**config.mk**
```make
export PLATFORM = sky130hd
export DESIGN_NAME = lsr_result_regs
export DESIGN_NICKNAME = d
export VERILOG_FILES = /design/src/inc/lsr_pkg.sv /design/src/inc/lsr_res_if.sv /design/src/verilog/lsr_result_capture.sv /design/src/verilog/lsr_result_regs.sv
export VERILOG_INCLUDE_DIRS = /design/src /design/src/inc
export SDC_FILE = /design/constraint.sdc
export NUM_CORES = 1
export LEC_CHECK = 0
export ABC_CLOCK_PERIOD_IN_PS = 2300
export BUFFER_PORTS_ARGS = -buffer_cell sky130_fd_sc_hd__buf_2
export CAP_MARGIN = 10
export CORE_UTILIZATION = 44
export CTS_BUF_LIST = sky130_fd_sc_hd__clkbuf_4 sky130_fd_sc_hd__clkbuf_8
export CTS_CLUSTER_DIAMETER = 60
export DETAILED_ROUTE_END_ITERATION = 12
export HOLD_SLACK_MARGIN = 0.06
export PLACE_DENSITY = 0.66
export SLEW_MARGIN = 20
export SYNTH_ARGS = -nofsm -noshare
export SYNTH_HDL_FRONTEND = slang
export SYNTH_HIERARCHICAL = 1
export SYNTH_SLANG_ARGS = --single-unit
export TNS_END_PERCENT = 20
```
**constraint.sdc**
```tcl
create_clock -name mclk -period 2.3 [get_ports mclk]
set_input_delay 0.46 -clock mclk [delete_from_list [all_inputs] [get_ports mclk]]
set_output_delay 0.46 -clock mclk [all_outputs]
set_load 0.02 [all_outputs]
```
**src/inc/lsr_consts.svh**
```systemverilog
// Register map, field positions and reset values of the result/config bank
`ifndef LSR_CONSTS_SVH
`define LSR_CONSTS_SVH

`define LSR_ADDR_STATUS    8'h93
`define LSR_ADDR_RED_HI    8'h97
`define LSR_ADDR_GRN_LO    8'h98
`define LSR_ADDR_GRN_HI    8'h99
`define LSR_ADDR_BLU_LO    8'h9A
`define LSR_ADDR_BLU_HI    8'h9B
`define LSR_ADDR_PROX      8'h9C
`define LSR_ADDR_PKG_ID    8'h9E
`define LSR_ADDR_GAIN_CFG  8'h9F
`define LSR_ADDR_INT_CFG   8'hAB
`define LSR_ADDR_OFF_MAG   8'hC0
`define LSR_ADDR_OFF_SIGN  8'hC1

`define LSR_GAIN_MAX_BIT   4
`define LSR_GAIN_LOW_BIT   2
`define LSR_RDCLR_BIT      7
`define LSR_SAI_BIT        4
`define LSR_OFF_SIGN_BIT   0
`define LSR_LIGHT_INTERRUPT_FLAG_BIT       4
`define LSR_PROX_INTERRUPT_FLAG_BIT       5

`define LSR_GAIN_CFG_RST   8'h04
`define LSR_INT_CFG_RST    8'h0C
`define LSR_ZERO8          8'h00
`define LSR_ZERO16         16'h0000
`define LSR_ALL_FLAGS      8'hFF
`define LSR_GAIN_UNIT_X2   9'h002
`define LSR_PKG_ID_DEF     4'h5

`endif

```
**src/inc/lsr_pkg.sv**
```systemverilog
// Types shared by the result/config register bank
package lsr_pkg;
  typedef logic [7:0] lsr_byte_t;
  typedef enum logic [1:0] {OSC_OFF, OSC_RUN, OSC_SLEEP} lsr_osc_state_e;
endpackage

```
**src/inc/lsr_res_if.sv**
```systemverilog
// Result values and offset settings between register bank and capture
`timescale 1ns/1ns
interface lsr_res_if;
  logic [15:0] red;
  logic [15:0] green;
  logic [15:0] blue;
  logic [7:0]  prox;
  logic        ir_sel;
  logic [7:0]  off_mag;
  logic        off_neg;
  modport capt (input ir_sel, input off_mag, input off_neg,
                output red, output green, output blue, output prox);
  modport regs (output ir_sel, output off_mag, output off_neg,
                input red, input green, input blue, input prox);
endinterface

```
**src/verilog/lsr_result_capture.sv**
```systemverilog
// Captures channel results at cycle completion, applies proximity offset
`timescale 1ns/1ns
`include "lsr_consts.svh"
module lsr_result_capture
  import lsr_pkg::*;
(
  // Clock and reset
  input  logic        mclk,
  input  logic        reset,
  // Measurement engine
  input  logic        als_done,
  input  logic        prox_done,
  input  logic [15:0] red_raw,
  input  logic [15:0] green_raw,
  input  logic [15:0] ir_raw,
  input  logic [15:0] blue_raw,
  input  logic [7:0]  prox_raw,
  // Results and settings
  lsr_res_if.capt     res
);

  logic signed [9:0] prox_sum;
  lsr_byte_t         prox_next;

  // Positive offset removes crosstalk, so it is subtracted from the raw count
  always_comb begin
    if (res.off_neg) begin
      prox_sum = $signed({2'b00, prox_raw}) + $signed({2'b00, res.off_mag});
    end else begin
      prox_sum = $signed({2'b00, prox_raw}) - $signed({2'b00, res.off_mag});
    end
    if (prox_sum < 0) begin
      prox_next = `LSR_ZERO8;
    end else if (prox_sum > 10'sd255) begin
      prox_next = `LSR_ALL_FLAGS;
    end else begin
      prox_next = prox_sum[7:0];
    end
  end

  // Colour results only move at the end of a light cycle
  always_ff @(posedge mclk) begin
    if (reset) begin
      res.red   <= `LSR_ZERO16;
      res.green <= `LSR_ZERO16;
      res.blue  <= `LSR_ZERO16;
    end else if (als_done) begin
      res.red   <= red_raw;
      res.green <= res.ir_sel ? ir_raw : green_raw;
      res.blue  <= blue_raw;
    end
  end

  always_ff @(posedge mclk) begin
    if (reset) begin
      res.prox <= `LSR_ZERO8;
    end else if (prox_done) begin
      res.prox <= prox_next;
    end
  end

endmodule

```
**src/verilog/lsr_result_regs.sv**
```systemverilog
// Result, gain extension, sleep-after-interrupt and offset register bank
`timescale 1ns/1ns
`include "lsr_consts.svh"
module lsr_result_regs
  import lsr_pkg::*;
#(
  parameter logic [3:0] PKG_ID = `LSR_PKG_ID_DEF  // Arbitrary value
)
(
  // Clock and reset
  input  logic        mclk,
  input  logic        reset,
  // Register port from the serial interface engine
  input  logic [7:0]  reg_addr,
  input  logic        reg_wr,
  input  logic [7:0]  reg_wdata,
  input  logic        reg_rd,
  output logic [7:0]  reg_rdata,
  // Measurement engine
  input  logic        als_done,
  input  logic        prox_done,
  input  logic [15:0] red_raw,
  input  logic [15:0] green_raw,
  input  logic [15:0] ir_raw,
  input  logic [15:0] blue_raw,
  input  logic [7:0]  prox_raw,
  input  logic [7:0]  flag_set,
  // Rest of the sensor
  input  logic        power_on_bit,
  input  logic        light_interrupt_enable,
  input  logic        prox_interrupt_enable,
  input  logic [1:0]  coarse_light_gain,
  input  logic        infrared_route_select,
  // Control outputs
  output logic        osc_enable,
  output logic        int_pin_n,
  output logic [8:0]  als_gain_x2
);

  lsr_res_if res ();

  lsr_byte_t      gain_extension_config_reg;
  lsr_byte_t      interrupt_sleep_config_reg;
  lsr_byte_t      prox_offset_magnitude_reg;
  lsr_byte_t      prox_offset_sign_reg;
  lsr_byte_t      status_reg;
  lsr_byte_t      status_next;
  lsr_byte_t      status_clr;
  lsr_byte_t      reg_rdata_reg;
  lsr_byte_t      rdata_next;
  logic [8:0]     als_gain_x2_reg;
  logic [8:0]     gain_next;
  lsr_osc_state_e osc_state_reg;
  lsr_osc_state_e osc_state_next;
  logic           gain_max_boost;
  logic           gain_low_select;
  logic           sleep_after_interrupt;
  logic           int_read_clear;
  logic           light_interrupt_flag;
  logic           prox_interrupt_flag;
  logic           int_now;
  logic           int_next;
  logic           meas_done;
  logic           status_wr;
  logic           status_rd_clr;
  logic           clr_any;

  assign gain_max_boost  = gain_extension_config_reg[`LSR_GAIN_MAX_BIT];
  assign gain_low_select = gain_extension_config_reg[`LSR_GAIN_LOW_BIT];
  assign sleep_after_interrupt =
    interrupt_sleep_config_reg[`LSR_SAI_BIT];
  assign int_read_clear  = interrupt_sleep_config_reg[`LSR_RDCLR_BIT];
  assign light_interrupt_flag = status_reg[`LSR_LIGHT_INTERRUPT_FLAG_BIT];
  assign prox_interrupt_flag  = status_reg[`LSR_PROX_INTERRUPT_FLAG_BIT];
  assign meas_done = als_done | prox_done;

  // Settings handed to the capture stage
  assign res.ir_sel  = infrared_route_select;
  assign res.off_mag = prox_offset_magnitude_reg;
  assign res.off_neg = prox_offset_sign_reg[`LSR_OFF_SIGN_BIT];

  lsr_result_capture u_capture (
    .mclk      (mclk),
    .reset     (reset),
    .als_done  (als_done),
    .prox_done (prox_done),
    .red_raw   (red_raw),
    .green_raw (green_raw),
    .ir_raw    (ir_raw),
    .blue_raw  (blue_raw),
    .prox_raw  (prox_raw),
    .res       (res)
  );

  // Configuration registers; reserved bits are kept as plain storage
  always_ff @(posedge mclk) begin
    if (reset) begin
      gain_extension_config_reg  <= `LSR_GAIN_CFG_RST;
      interrupt_sleep_config_reg <= `LSR_INT_CFG_RST;
      prox_offset_magnitude_reg  <= `LSR_ZERO8;
      prox_offset_sign_reg       <= `LSR_ZERO8;
    end else if (reg_wr) begin
      case (reg_addr)
        `LSR_ADDR_GAIN_CFG: gain_extension_config_reg  <= reg_wdata;
        `LSR_ADDR_INT_CFG:  interrupt_sleep_config_reg <= reg_wdata;
        `LSR_ADDR_OFF_MAG:  prox_offset_magnitude_reg  <= reg_wdata;
        `LSR_ADDR_OFF_SIGN: prox_offset_sign_reg       <= reg_wdata;
        default: ;
      endcase
    end
  end

  // Status flags: write-one-to-clear or clear-on-read, a new event wins
  assign status_wr     = reg_wr && (reg_addr == `LSR_ADDR_STATUS);
  assign status_rd_clr = reg_rd && (reg_addr == `LSR_ADDR_STATUS)
                         && int_read_clear;
  assign clr_any       = status_wr | status_rd_clr;

  always_comb begin
    status_clr = `LSR_ZERO8;
    if (status_wr) begin
      status_clr = reg_wdata;
    end
    if (status_rd_clr) begin
      status_clr = `LSR_ALL_FLAGS;
    end
  end

  genvar gi;
  generate
    for (gi = 0; gi < 8; gi = gi + 1) begin : g_flag
      assign status_next[gi] = flag_set[gi]
                               | (status_reg[gi] & ~status_clr[gi]);
    end
  endgenerate

  // One process owns the whole flag byte, so no bit has two writers
  always_ff @(posedge mclk) begin
    if (reset) begin
      status_reg <= `LSR_ZERO8;
    end else begin
      status_reg <= status_next;
    end
  end

  // Interrupt pin is active low
  assign int_now  = (light_interrupt_flag & light_interrupt_enable)
                    | (prox_interrupt_flag & prox_interrupt_enable);
  assign int_next = (status_next[`LSR_LIGHT_INTERRUPT_FLAG_BIT] & light_interrupt_enable)
                    | (status_next[`LSR_PROX_INTERRUPT_FLAG_BIT] & prox_interrupt_enable);
  assign int_pin_n = ~int_now;

  // Oscillator gating
  always_comb begin
    osc_state_next = osc_state_reg;
    case (osc_state_reg)
      OSC_OFF: begin
        if (power_on_bit) begin
          osc_state_next = OSC_RUN;
        end
      end
      OSC_RUN: begin
        if (!power_on_bit) begin
          osc_state_next = OSC_OFF;
        end else if (sleep_after_interrupt && meas_done
                     && int_next) begin
          osc_state_next = OSC_SLEEP;
        end
      end
      OSC_SLEEP: begin
        if (!power_on_bit) begin
          osc_state_next = OSC_OFF;
        end else if (clr_any && !int_next) begin
          osc_state_next = OSC_RUN;
        end
      end
      default: osc_state_next = OSC_OFF;
    endcase
  end

  always_ff @(posedge mclk) begin
    if (reset) begin
      osc_state_reg <= OSC_OFF;
    end else begin
      osc_state_reg <= osc_state_next;
    end
  end

  // The power bit lives elsewhere and is never touched; the oscillator runs only in OSC_RUN
  assign osc_enable = (osc_state_reg == OSC_RUN);

  // Overall gain in half steps; combinations outside the table still
  // scale by the same rule, which keeps the decode monotonic
  always_comb begin
    gain_next = `LSR_GAIN_UNIT_X2 << {coarse_light_gain, 1'b0};
    if (!gain_low_select) begin
      gain_next = gain_next >> 1;
    end
    if (gain_max_boost) begin
      gain_next = gain_next << 1;
    end
  end

  always_ff @(posedge mclk) begin
    if (reset) begin
      als_gain_x2_reg <= `LSR_GAIN_UNIT_X2;
    end else begin
      als_gain_x2_reg <= gain_next;
    end
  end

  assign als_gain_x2 = als_gain_x2_reg;

  // Read data; unmapped addresses read zero
  always_comb begin
    case (reg_addr)
      `LSR_ADDR_STATUS:   rdata_next = status_reg;
      `LSR_ADDR_RED_HI:   rdata_next = res.red[15:8];
      `LSR_ADDR_GRN_LO:   rdata_next = res.green[7:0];
      `LSR_ADDR_GRN_HI:   rdata_next = res.green[15:8];
      `LSR_ADDR_BLU_LO:   rdata_next = res.blue[7:0];
      `LSR_ADDR_BLU_HI:   rdata_next = res.blue[15:8];
      `LSR_ADDR_PROX:     rdata_next = res.prox;
      `LSR_ADDR_PKG_ID:   rdata_next = {4'h0, PKG_ID};
      `LSR_ADDR_GAIN_CFG: rdata_next = gain_extension_config_reg;
      `LSR_ADDR_INT_CFG:  rdata_next = interrupt_sleep_config_reg;
      `LSR_ADDR_OFF_MAG:  rdata_next = prox_offset_magnitude_reg;
      `LSR_ADDR_OFF_SIGN: rdata_next = prox_offset_sign_reg;
      default:            rdata_next = `LSR_ZERO8;
    endcase
  end

  // Holds the last read value so the serial engine can shift at leisure
  always_ff @(posedge mclk) begin
    if (reset) begin
      reg_rdata_reg <= `LSR_ZERO8;
    end else if (reg_rd) begin
      reg_rdata_reg <= rdata_next;
    end
  end

  assign reg_rdata = reg_rdata_reg;
endmodule

```
# Word-level counts from Yosys, hierarchy flattened

Index checks and enable logic that the tools add are counted.

Word-level logic and storage cells: 97
Input bits: 108
Output and inout port bits: 19
Register bits after elaboration: 115

Reduce and logical (&&, ||, !) cells: 14
Equal/unequal tests: 17
Bitwise operators: 33
$lt $le $gt $ge: 2
Shifts and indexed selects: 1
Multiplexer cells: 15
Add/sub/neg operators: 2

Operators with widths:

| kind                                                                             | number |
|---|---|
| 8-bit equality test, second input constant                                       | 12 |
| 8-bit case mux with 12 select lines                                              | 1 |
| 8-bit 2-to-1 mux                                                                 | 4 |
| 9-bit 2-to-1 mux                                                                 | 2 |
| 16-bit 2-to-1 mux                                                                | 1 |
| 1-bit bitwise AND                                                                | 12 |
| 1-bit OR                                                                         | 12 |
| 10-bit by 9-bit greater-than comparator with 1-bit output, second input constant | 1 |
| 10-bit by 1-bit less-than comparator with 1-bit output, second input constant    | 1 |
| 10-bit 2-to-1 mux                                                                | 1 |
| 2-bit 2-to-1 mux                                                                 | 5 |
| 8-bit by 8-bit adder with 9-bit output                                           | 1 |
| 1-bit inverter                                                                   | 9 |
| 2-bit by 3-bit left shift with 9-bit output, first input constant                | 1 |
| 8-bit by 8-bit subtractor with 9-bit output                                      | 1 |
| 2-bit AND reduction                                                              | 4 |
| 1-bit logical AND                                                                | 6 |
| 2-bit case mux with 3 select lines                                               | 1 |
| 3-bit by 2-bit != test with 1-bit output, second input constant                  | 1 |
| 3-bit != test, second input constant                                             | 1 |
| 3-bit AND reduction                                                              | 1 |
| 2-bit by 1-bit equality test with 1-bit output, second input constant            | 1 |
| 2-bit equality test, second input constant                                       | 1 |
| 2-bit logical NOT                                                                | 1 |
| 3 further kinds                                                                  | 3 |

# Depth between registers and ports, before layout

Gate-level depths: netlist of run 1.

Depth in word-level cells: 14
Depth in mapped cells: 9
Mapped depth without buffers: 9

# Cells and area by module

Netlist of run 1, hierarchy kept.

Modules (own cells, without submodules):

| module             | cells an instance | seq. area each (um^2) | instances | area an instance (um^2) |
|---|---|---|---|---|
| lsr_result_regs    | 376               | 1181.1                | 1         | 3271.9 |
| lsr_result_capture | 304               | 1121.1                | 1         | 2817.7 |

# Least setup slack after synthesis of run 1

OpenSTA, ideal clock, no wires.

Path kind: input -> register
From: in prox_raw[2]
To: reg u_capture.res.prox[7]
Path buffers: 0
Required time: 2.221 ns
Library setup time: 0.079 ns
Cell stages on the path: 7
Path slack: 0.242 ns
Arrival: 1.979 ns
Cell sequence: ha_1 nor3b_2 o31ai_1 a2111oi_2 o32ai_2 xnor2_1 a211oi_2

Word-level cells in the longest chain between the ends: 5
Elaborated cells between the ends (all ways): 7
Classes of those cells: add/sub (2); order compare (2); mux (3)

Ends and longest elaborated chain:

| item                                                                                                  | RTL line                                           | RTL |
|---|---|---|
| from (decl)                                                                                           | lsr_result_regs.sv:26                              | `input logic [7:0] prox_raw,` |
| 8-bit by 8-bit subtractor with 9-bit output or 8-bit by 8-bit adder with 9-bit output (tied branches) | lsr_result_capture.sv:30, lsr_result_capture.sv:28 |  |
| 10-bit 2-to-1 mux (*)                                                                                 | lsr_result_capture.sv:27                           | `if (res.off_neg) begin` |
| 10-bit by 9-bit greater-than comparator with 1-bit output                                             | lsr_result_capture.sv:34                           | `end else if (prox_sum > 10'sd255) begin` |
| 8-bit 2-to-1 mux                                                                                      | lsr_result_capture.sv:34                           |  |
| 8-bit 2-to-1 mux (*)                                                                                  | lsr_result_capture.sv:32                           | `if (prox_sum < 0) begin` |
| to (signal assigned)                                                                                  | lsr_result_capture.sv:56                           | `` res.prox <= `LSR_ZERO8; `` |
| to (signal assigned)                                                                                  | lsr_result_capture.sv:58                           | `res.prox <= prox_next;` |
| to (decl)                                                                                             | lsr_res_if.sv:12                                   | `output red, output green, output blue, output prox);` |

Mark *: on every way between the ends. The rest lies on a longest branch, timed or not.
A chain may end at the register's enable or synchronous reset.

# Final worst setup path of run 1

From: reg prox_offset_magnitude_reg[2]
To: reg u_capture.res.prox[7]

Word-level cells in the longest chain between the ends: 5
Elaborated cells between the ends (all ways): 7
Classes of those cells: add/sub (2); order compare (2); mux (3)

Ends and longest elaborated chain:

| item                                                                                                  | RTL line                                           | RTL |
|---|---|---|
| from (decl)                                                                                           | lsr_result_regs.sv:44                              | `lsr_byte_t prox_offset_magnitude_reg;` |
| from (signal assigned)                                                                                | lsr_result_regs.sv:100                             | `` prox_offset_magnitude_reg <= `LSR_ZERO8; `` |
| from (signal assigned)                                                                                | lsr_result_regs.sv:106                             | `` `LSR_ADDR_OFF_MAG: prox_offset_magnitude_reg <= reg_wdata; `` |
| 8-bit by 8-bit subtractor with 9-bit output or 8-bit by 8-bit adder with 9-bit output (tied branches) | lsr_result_capture.sv:30, lsr_result_capture.sv:28 |  |
| 10-bit 2-to-1 mux (*)                                                                                 | lsr_result_capture.sv:27                           |  |
| 10-bit by 9-bit greater-than comparator with 1-bit output                                             | lsr_result_capture.sv:34                           |  |
| 8-bit 2-to-1 mux                                                                                      | lsr_result_capture.sv:34                           |  |
| 8-bit 2-to-1 mux (*)                                                                                  | lsr_result_capture.sv:32                           |  |

Marked as above.

==> impl_metrics.toml, run 1 <==
[timing]
slew_headroom_pct = 56.73
finalSetupTns_ns = 0
holdWs_ns = 0.2928
worstMarginPinSlew_ns = 0.6431
fin_crit_sh_pct = 95.10
finalClockSkew_ns = 0.007211
rsz0062_at_grt = "true"
hold_viol_final = 0
fmax_mhz = 457.2
maxSlewViolCount = 0
period_minus_slack_ns = 2.187
setup_viol = 0
fin_ws_ns = 0.1128

[route]
detail_route.vias_per_cell = 5.657
drc = 0
vias = 5357
wl_mm = 17.36
ant_nets = 0
first_pass_iters = 5
wl_per_cell_um = 18.33
first_iter_violations = 452

[placement]
placedCellCount = 931
routabilityCongestion = 0.8909
post-place-ws_ns = -0.03424
dpl_cell_area_sq_um = 6649
dp_hpwl_mm = 13.11
portBuffers = 118

[power]
peakVddDrop_uv = 464.8
finalPower_mw = 3.593
leakage_nw = 2.833
power.density_nw_per_um2 = 525.4

[critical_path]
crit_family = "compound AO/OA/AOI/OAI gates"
cp_num_cells = 9
end_kind = "flop"
critPathArrivalTime_ns = 2.44
crit_buf_inv = 2
worst_r2r_endpoint = "u_capture/res.prox[7]"
crit_start = "prox_offset_magnitude_reg[2]"
reg2reg_depth = 9
cp-start-kind = "flop"
worstPathCellList = "inv_1 -> ha_1 -> buf_4 -> nor2b_1 -> o21bai_1 -> a21boi_1 -> o41a_2 -> nor2_1 -> a211oi_2"
max_stage_delay_ns = 0.46
regToRegStartpoint = "prox_offset_magnitude_reg[2]"
ff2ff_setup_slack_ns = 0.11
cp_max_fo = 8
crit_path_end = "u_capture/res.prox[7]"
critPathKind = "reg -> reg"
critical_path_required_ns = 2.56
slowest_stage = "o41a_2"

[cells_and_area]
antenna_cells = 0
fin_cells = 947
fin_util_pct = 53.53
layout_commonest_cell = "buf_2"
area_delta_synth_final_pct = 17.50
final_cell_mix = "buf_2, dfxtp_1, nor2_1, nand2_1, mux2i_1"
nNetsFinal = 897
final_area_sq_um = 6838
drive_above_1_share_pct = 25.81

[clock_tree]
clockBufferDepth = 2
cts_buffers = 9
clk_latency_ns = 0.39
cts.sinks = 107
path_clk_slew_ns = 0.10
cts_root_buffer = "clkbuf_8"
ctsHoldBuffers = 0
htree_levels = 3
cts_tree = "yes"

[status]
run_status = "complete, no violations"

[yosys]
avgSynthCellArea_sq_um = 8.871
syn_inst = 656
yosys_warnings = 6
syn-num-nets = 783
syn-cell-area_sq_um = 5819

[global_route]
grt_max_degree = 58
grt_pass1_wl_mm = 26.86
grt_pass1_vias = 5102
grt-ovfl-total = 0
grt_use_total_pct = 26.25
antenna_found_initial = 0

[floorplan]
ioPinCount = 127
die_w_um = 117.0
coreArea_sq_um = 12770
num_rows = 41
dieHeight_um = 117.0
dieArea_sq_um = 13690
initial_utilization_pct = 45.56

[hold_path]
hold_path_class = "in -> reg"

[run]
maxCapViolations = 0
-- area by class of cell --
| class | count | area, sq um |
|---|---|---|
| Clock inverter | 6 | 51.30 |
| Fill cell | 1231 | 5936 |
| Inverter | 24 | 90.09 |
| Sequential cell | 107 | 2142 |
| Multi-Input combinational cell | 483 | 3364 |
| Clock buffer | 10 | 131.4 |
| Timing Repair Buffer | 145 | 843.3 |
| Tap cell | 172 | 215.2 |
-- worst min path at each step --
stage	slack, ns	startpoint	to	depth (start not counted)
after CTS	0.27	flag_set[2]	status_reg[2]	3
after global routing	0.29	flag_set[2]	status_reg[2]	3
after floorplan	0.43	prox_offset_sign_reg[3]	prox_offset_sign_reg[3]	2
after detailed placement	0.44	prox_offset_sign_reg[2]	prox_offset_sign_reg[2]	2
after global placement	0.44	prox_offset_sign_reg[3]	prox_offset_sign_reg[3]	2
final	0.29	flag_set[3]	status_reg[3]	3
-- where the power goes --
group          internal [mW]  leakage, nW  switching (mW)
registers               1.92        0.876          0.0481
logic                  0.232         1.86           0.302
clock network          0.419       0.0957           0.671
total                   2.57         2.83            1.02
-- worst reg2reg max path: stages, from the launching register on --
cell and delay, ns:
dfxtp_1 0.37, inv_1 0.06, ha_1 0.36, buf_4 0.18, nor2b_1 0.13, o21bai_1 0.17
a21boi_1 0.09, o41a_2 0.46, nor2_1 0.17, a211oi_2 0.06
-- repair_timing --
| action | CTS | global route |
|---|---|---|
| gates resized for setup | 0 | 1 |
| endpoints found under the setup margin | 0 | 5 |
| endpoints found under the hold margin | 0 | 0 |
| setup buffers | 0 | 0 |
-- per-layer routing --
layer  global-route usage [%]  wire length [um]
met1                    35.78              8012
met2                    41.07              7846
met3                    6.076              1090
met4                    8.523               413
met5                        0                 0
(Power assumes the default switching activity.)
==> run 2: changes to the inputs <==
Settings changed: CTS_BUF_LIST sky130_fd_sc_hd__clkbuf_4 sky130_fd_sc_hd__clkbuf_8 to sky130_fd_sc_hd__clkbuf_16.
==> impl_metrics.toml, run 2 (synthesis results as in run 1) <==
[route]
wl_per_cell_um = 18.35
wl_mm = 17.37
first_iter_violations = 435
first_pass_iters = 5
ant_nets = 0
detail_route.vias_per_cell = 5.658
vias = 5358
drc = 0

[cells_and_area]
drive_above_1_share_pct = 25.68
final_area_sq_um = 6935
fillers = 1226
register_area_sq_um = 2142
fin_util_pct = 54.30
layout_commonest_cell = "buf_2"
multi_input_area_sq_um = 3364
nNetsFinal = 897
antenna_cells = 0
area_delta_synth_final_pct = 19.18
final_cell_mix = "buf_2, dfxtp_1, nor2_1, nand2_1, mux2i_1"

[placement]
dpl_cell_area_sq_um = 6649
portBuffers = 118
dp_hpwl_mm = 13.11
routabilityCongestion = 0.8909
post-place-ws_ns = -0.03424

[floorplan]
ioPinCount = 127
dieHeight_um = 117.0
initial_utilization_pct = 45.56
num_rows = 41
die_w_um = 117.0
coreArea_sq_um = 12770
dieArea_sq_um = 13690

[critical_path]
critical_path_required_ns = 2.52
cp_max_fo = 2
critPathKind = "reg -> reg"
max_stage_delay_ns = 0.40
reg2reg_depth = 9
end_kind = "flop"
critPathArrivalTime_ns = 2.40
cp-start-kind = "flop"
slowest_stage = "fa_1"
worstPathCellList = "ha_1 -> inv_1 -> fa_1 -> o21bai_1 -> and3_1 -> o21ai_1 -> a21o_1 -> a211oi_2 -> nor3_1"

[power]
power.density_nw_per_um2 = 572.3
p_comb_share_pct = 13.4
p_switching_mw = 1.073
p_clk_share_pct = 37.0
swShare_pct = 27.02
peakVddDrop_uv = 456.2
leakage_nw = 2.880
finalPower_mw = 3.969
p_seq_share_pct = 49.6
internal_power_mw = 2.897

[hold_path]
hold_path_class = "in -> reg"
min_path_cells = 3

[timing]
slew_headroom_pct = 61.38
finalSetupTns_ns = 0
setup_viol = 0
rsz0062_at_grt = "true"
fmax_mhz = 458.6
period_minus_slack_ns = 2.181
fin_ws_ns = 0.1195
fin_crit_sh_pct = 94.81
maxSlewViolCount = 0
finalClockSkew_ns = 0.003162
worstMarginPinSlew_ns = 0.5771
hold_viol_final = 0

[global_route]
grt_use_total_pct = 26.39
grt-ovfl-total = 0
grt_pass1_wl_mm = 27.00
grt_pass1_vias = 5149
grt_max_degree = 58
antenna_found_initial = 0

[clock_tree]
cts_buffers = 9
cts_tree = "yes"
htree_levels = 3
postCtsSetupBuffers = 0
path_clk_slew_ns = 0.07
cts.sinks = 107
cts_root_buffer = "clkbuf_16"
clk_latency_ns = 0.36
clockBufferDepth = 2

[run]
maxCapViolations = 0

[status]
run_status = "complete, no violations"
## run 2: critical path: cells and delay by family (launching register included)
kind                       cells  cell delay (ns)
DFF                            1             0.36
buffers and inverters          1             0.06
adders and majority gates      2             0.59
AOI/OAI and AO/OA              4             0.73
and+or+nand+nor                2             0.31
## run 2: worst paths after layout
check | start | end | slack (ns)
setup / recovery | prox_offset_magnitude_reg[0] | u_capture/res.prox[6] | 0.12
hold / removal | flag_set[3] | status_reg[3] | 0.33
setup reg to reg | prox_offset_magnitude_reg[0] | u_capture/res.prox[6] | 0.12
hold reg to reg | prox_offset_sign_reg[4] | prox_offset_sign_reg[4] | 0.46
## run 2: cell type report
class	count	area share [%]
clock buffer	9	3.247
clock inverter	7	0.7938
inverter	24	1.299
multi-input combinational	483	48.51
sequential	107	30.89
tap	172	3.103
timing repair buffer	145	12.16
## run 2: per-layer routing
layer  vias to the layer above  routed length (um)  global-route usage (%)
met1                      2512                7947                   35.74
met3                        39                1094                   6.076
met2                       202                7878                   41.54
met4                         0                 452                   8.692
met5                         -                   0                       0
li1                       2605                   -                       -
## run 2: timing repair
item                                    CTS  global route
hold endpoints to repair                  0             0
resized for setup                         0             1
hold buffers                              0             0
endpoints found under the setup margin    0             2
## run 2: through the flow
stage                     cells  hold slack (ns)
after floorplan             656           0.4315
after global placement      931           0.4377
after detailed placement    931           0.4450
after CTS                   947           0.3120
after global routing        947           0.3312
final                       947           0.3261
## run 2: power by group through the flow
stage                     clock network (mW)  logic, mW  registers, mW
after global placement                     0      0.518           2.01
after global routing                    1.57      0.579           1.97
after detailed placement                   0      0.528           2.01
after floorplan                            0      0.316           1.99
after CTS                               1.50      0.530           1.97
final                                   1.47      0.532           1.97
==> run 3: changes to the inputs <==
Settings changed: CORE_ASPECT_RATIO set to 1.4.
==> impl_metrics.toml, run 3 (synthesis results as in run 1) <==
[status]
run_status = "complete, no violations"

[cells_and_area]
antenna_cells = 0
final_cell_mix = "buf_2, dfxtp_1, nor2_1, nand2_1, mux2i_1"
layout_commonest_cell = "buf_2"
register_area_sq_um = 2142
drive_above_1_share_pct = 26.15
fillers = 1230
area_delta_synth_final_pct = 20.15
nNetsFinal = 902
multi_input_area_sq_um = 3358
fin_util_pct = 54.31

[hold_path]
hp-start = "flag_set[7]"
hold_path_class = "in -> reg"
whs_endpoint = "status_reg[7]"
min_path_cells = 3

[clock_tree]
path_clk_slew_ns = 0.07
cts.sinks = 107
htree_levels = 3
cts_resized = 0
clockBufferDepth = 2
clk_latency_ns = 0.35
cts_tree = "yes"
cts_buffers = 9
cts_root_buffer = "clkbuf_16"

[timing]
setup_viol = 0
hold_viol_final = 0
finalClockSkew_ns = 0.008487
worstMarginPinSlew_ns = 0.5413
period_minus_slack_ns = 2.209
maxSlewViolCount = 0
finalSetupTns_ns = 0
fin_ws_ns = 0.09056
slew_headroom_pct = 63.84
rsz0062_at_grt = "false"
fmax_mhz = 452.6
holdWs_ns = 0.3363
fin_crit_sh_pct = 96.06

[route]
wl_per_cell_um = 18.76
drc = 0
vias = 5431
first_pass_iters = 5
wl_mm = 17.50
detail_route.vias_per_cell = 5.821
first_iter_violations = 356
ant_nets = 0

[floorplan]
dieArea_sq_um = 13700
dieHeight_um = 138.1
initial_utilization_pct = 45.20
die_w_um = 99.20
num_rows = 49
coreArea_sq_um = 12870
ioPinCount = 127

[placement]
portBuffers = 118
routabilityCongestion = 0.9205
post-place-ws_ns = -0.08563
dp_hpwl_mm = 13.56

[power]
peakVddDrop_uv = 374.7
power.density_nw_per_um2 = 581.7
finalPower_mw = 4.067
leakage_nw = 2.919

[critical_path]
critPathKind = "reg -> reg"
slowest_stage = "dfxtp_1"
cp-start-kind = "flop"
end_kind = "flop"
regToRegStartpoint = "prox_offset_magnitude_reg[1]"
worstPathCellList = "inv_1 -> ha_1 -> nor3b_2 -> o31ai_1 -> a2111oi_2 -> o32ai_2 -> xnor2_1 -> a211oi_2"
ff2ff_setup_slack_ns = 0.09
crit_family = "compound AO/OA/AOI/OAI gates"
reg2reg_depth = 8
max_stage_delay_ns = 0.41
critical_path_required_ns = 2.53
critPathArrivalTime_ns = 2.44
cp_max_fo = 3
worst_r2r_endpoint = "u_capture/res.prox[7]"
crit_buf_inv = 1

[global_route]
grt-ovfl-total = 0
grt_use_total_pct = 26.27
grt_max_degree = 58
grt_pass1_wl_mm = 28.17
antenna_found_initial = 0
grt_pass1_vias = 5465

[run]
maxCapViolations = 0
[run 3: power breakdown]
group | total (mW) | internal, mW | switching [mW]
combinational | 0.542 | 0.241 | 0.301
clock | 1.56 | 0.854 | 0.707
sequential | 1.96 | 1.92 | 0.0437
[run 3: layout make-up]
class                      count  area share (%)
clock buffer                   9           3.221
clock inverter                 7           1.127
inverter                      24           1.288
multi-input combinational    483           48.03
sequential                   107           30.64
tap                          153           2.738
timing repair buffer         150           12.96
[run 3: worst max-delay path by stage]
stage                            startpoint                    end  slack, ns  depth (start not counted)
4_1_cts        prox_offset_magnitude_reg[1]  u_capture/res.prox[7]        0.1                          8
3_5_place_dp                    prox_raw[2]  u_capture/res.prox[7]      -0.09                          8
3_3_place_gp                    prox_raw[2]  u_capture/res.prox[7]      -0.02                          8
6_report       prox_offset_magnitude_reg[1]  u_capture/res.prox[7]       0.09                          8
2_1_floorplan                   prox_raw[2]  u_capture/res.prox[7]       0.24                          7
5_1_grt        prox_offset_magnitude_reg[1]  u_capture/res.prox[4]      0.009                          9
[run 3: metrics by stage]
step / instances / area (sq um)
2_1_floorplan: 656 / 5819
3_3_place_gp: 917 / 6688
3_5_place_dp: 917 / 6688
4_1_cts: 933 / 6992
5_1_grt: 933 / 6992
6_report: 933 / 6992
[run 3: what timing repair did]
action	in CTS	in global routing
setup buffers	0	0
endpoints found under the setup margin	0	2
hold buffers	0	0
[run 3: per-layer routing]
layer	part of all wire, %	routed length (um)	vias up	GRT usage, %
met5	0	0	-	0
met4	4.3	759	0	13.08
met3	4.1	713	55	3.943
met2	52	9110	163	47.00
met1	40	6918	2586	30.12
li1	-	-	2627	-
[run 3: tightest hold or removal path, stage by stage]
cell and delay (ns):
buf_2 0.08, a31oi_1 0.03, nor2_1 0.07
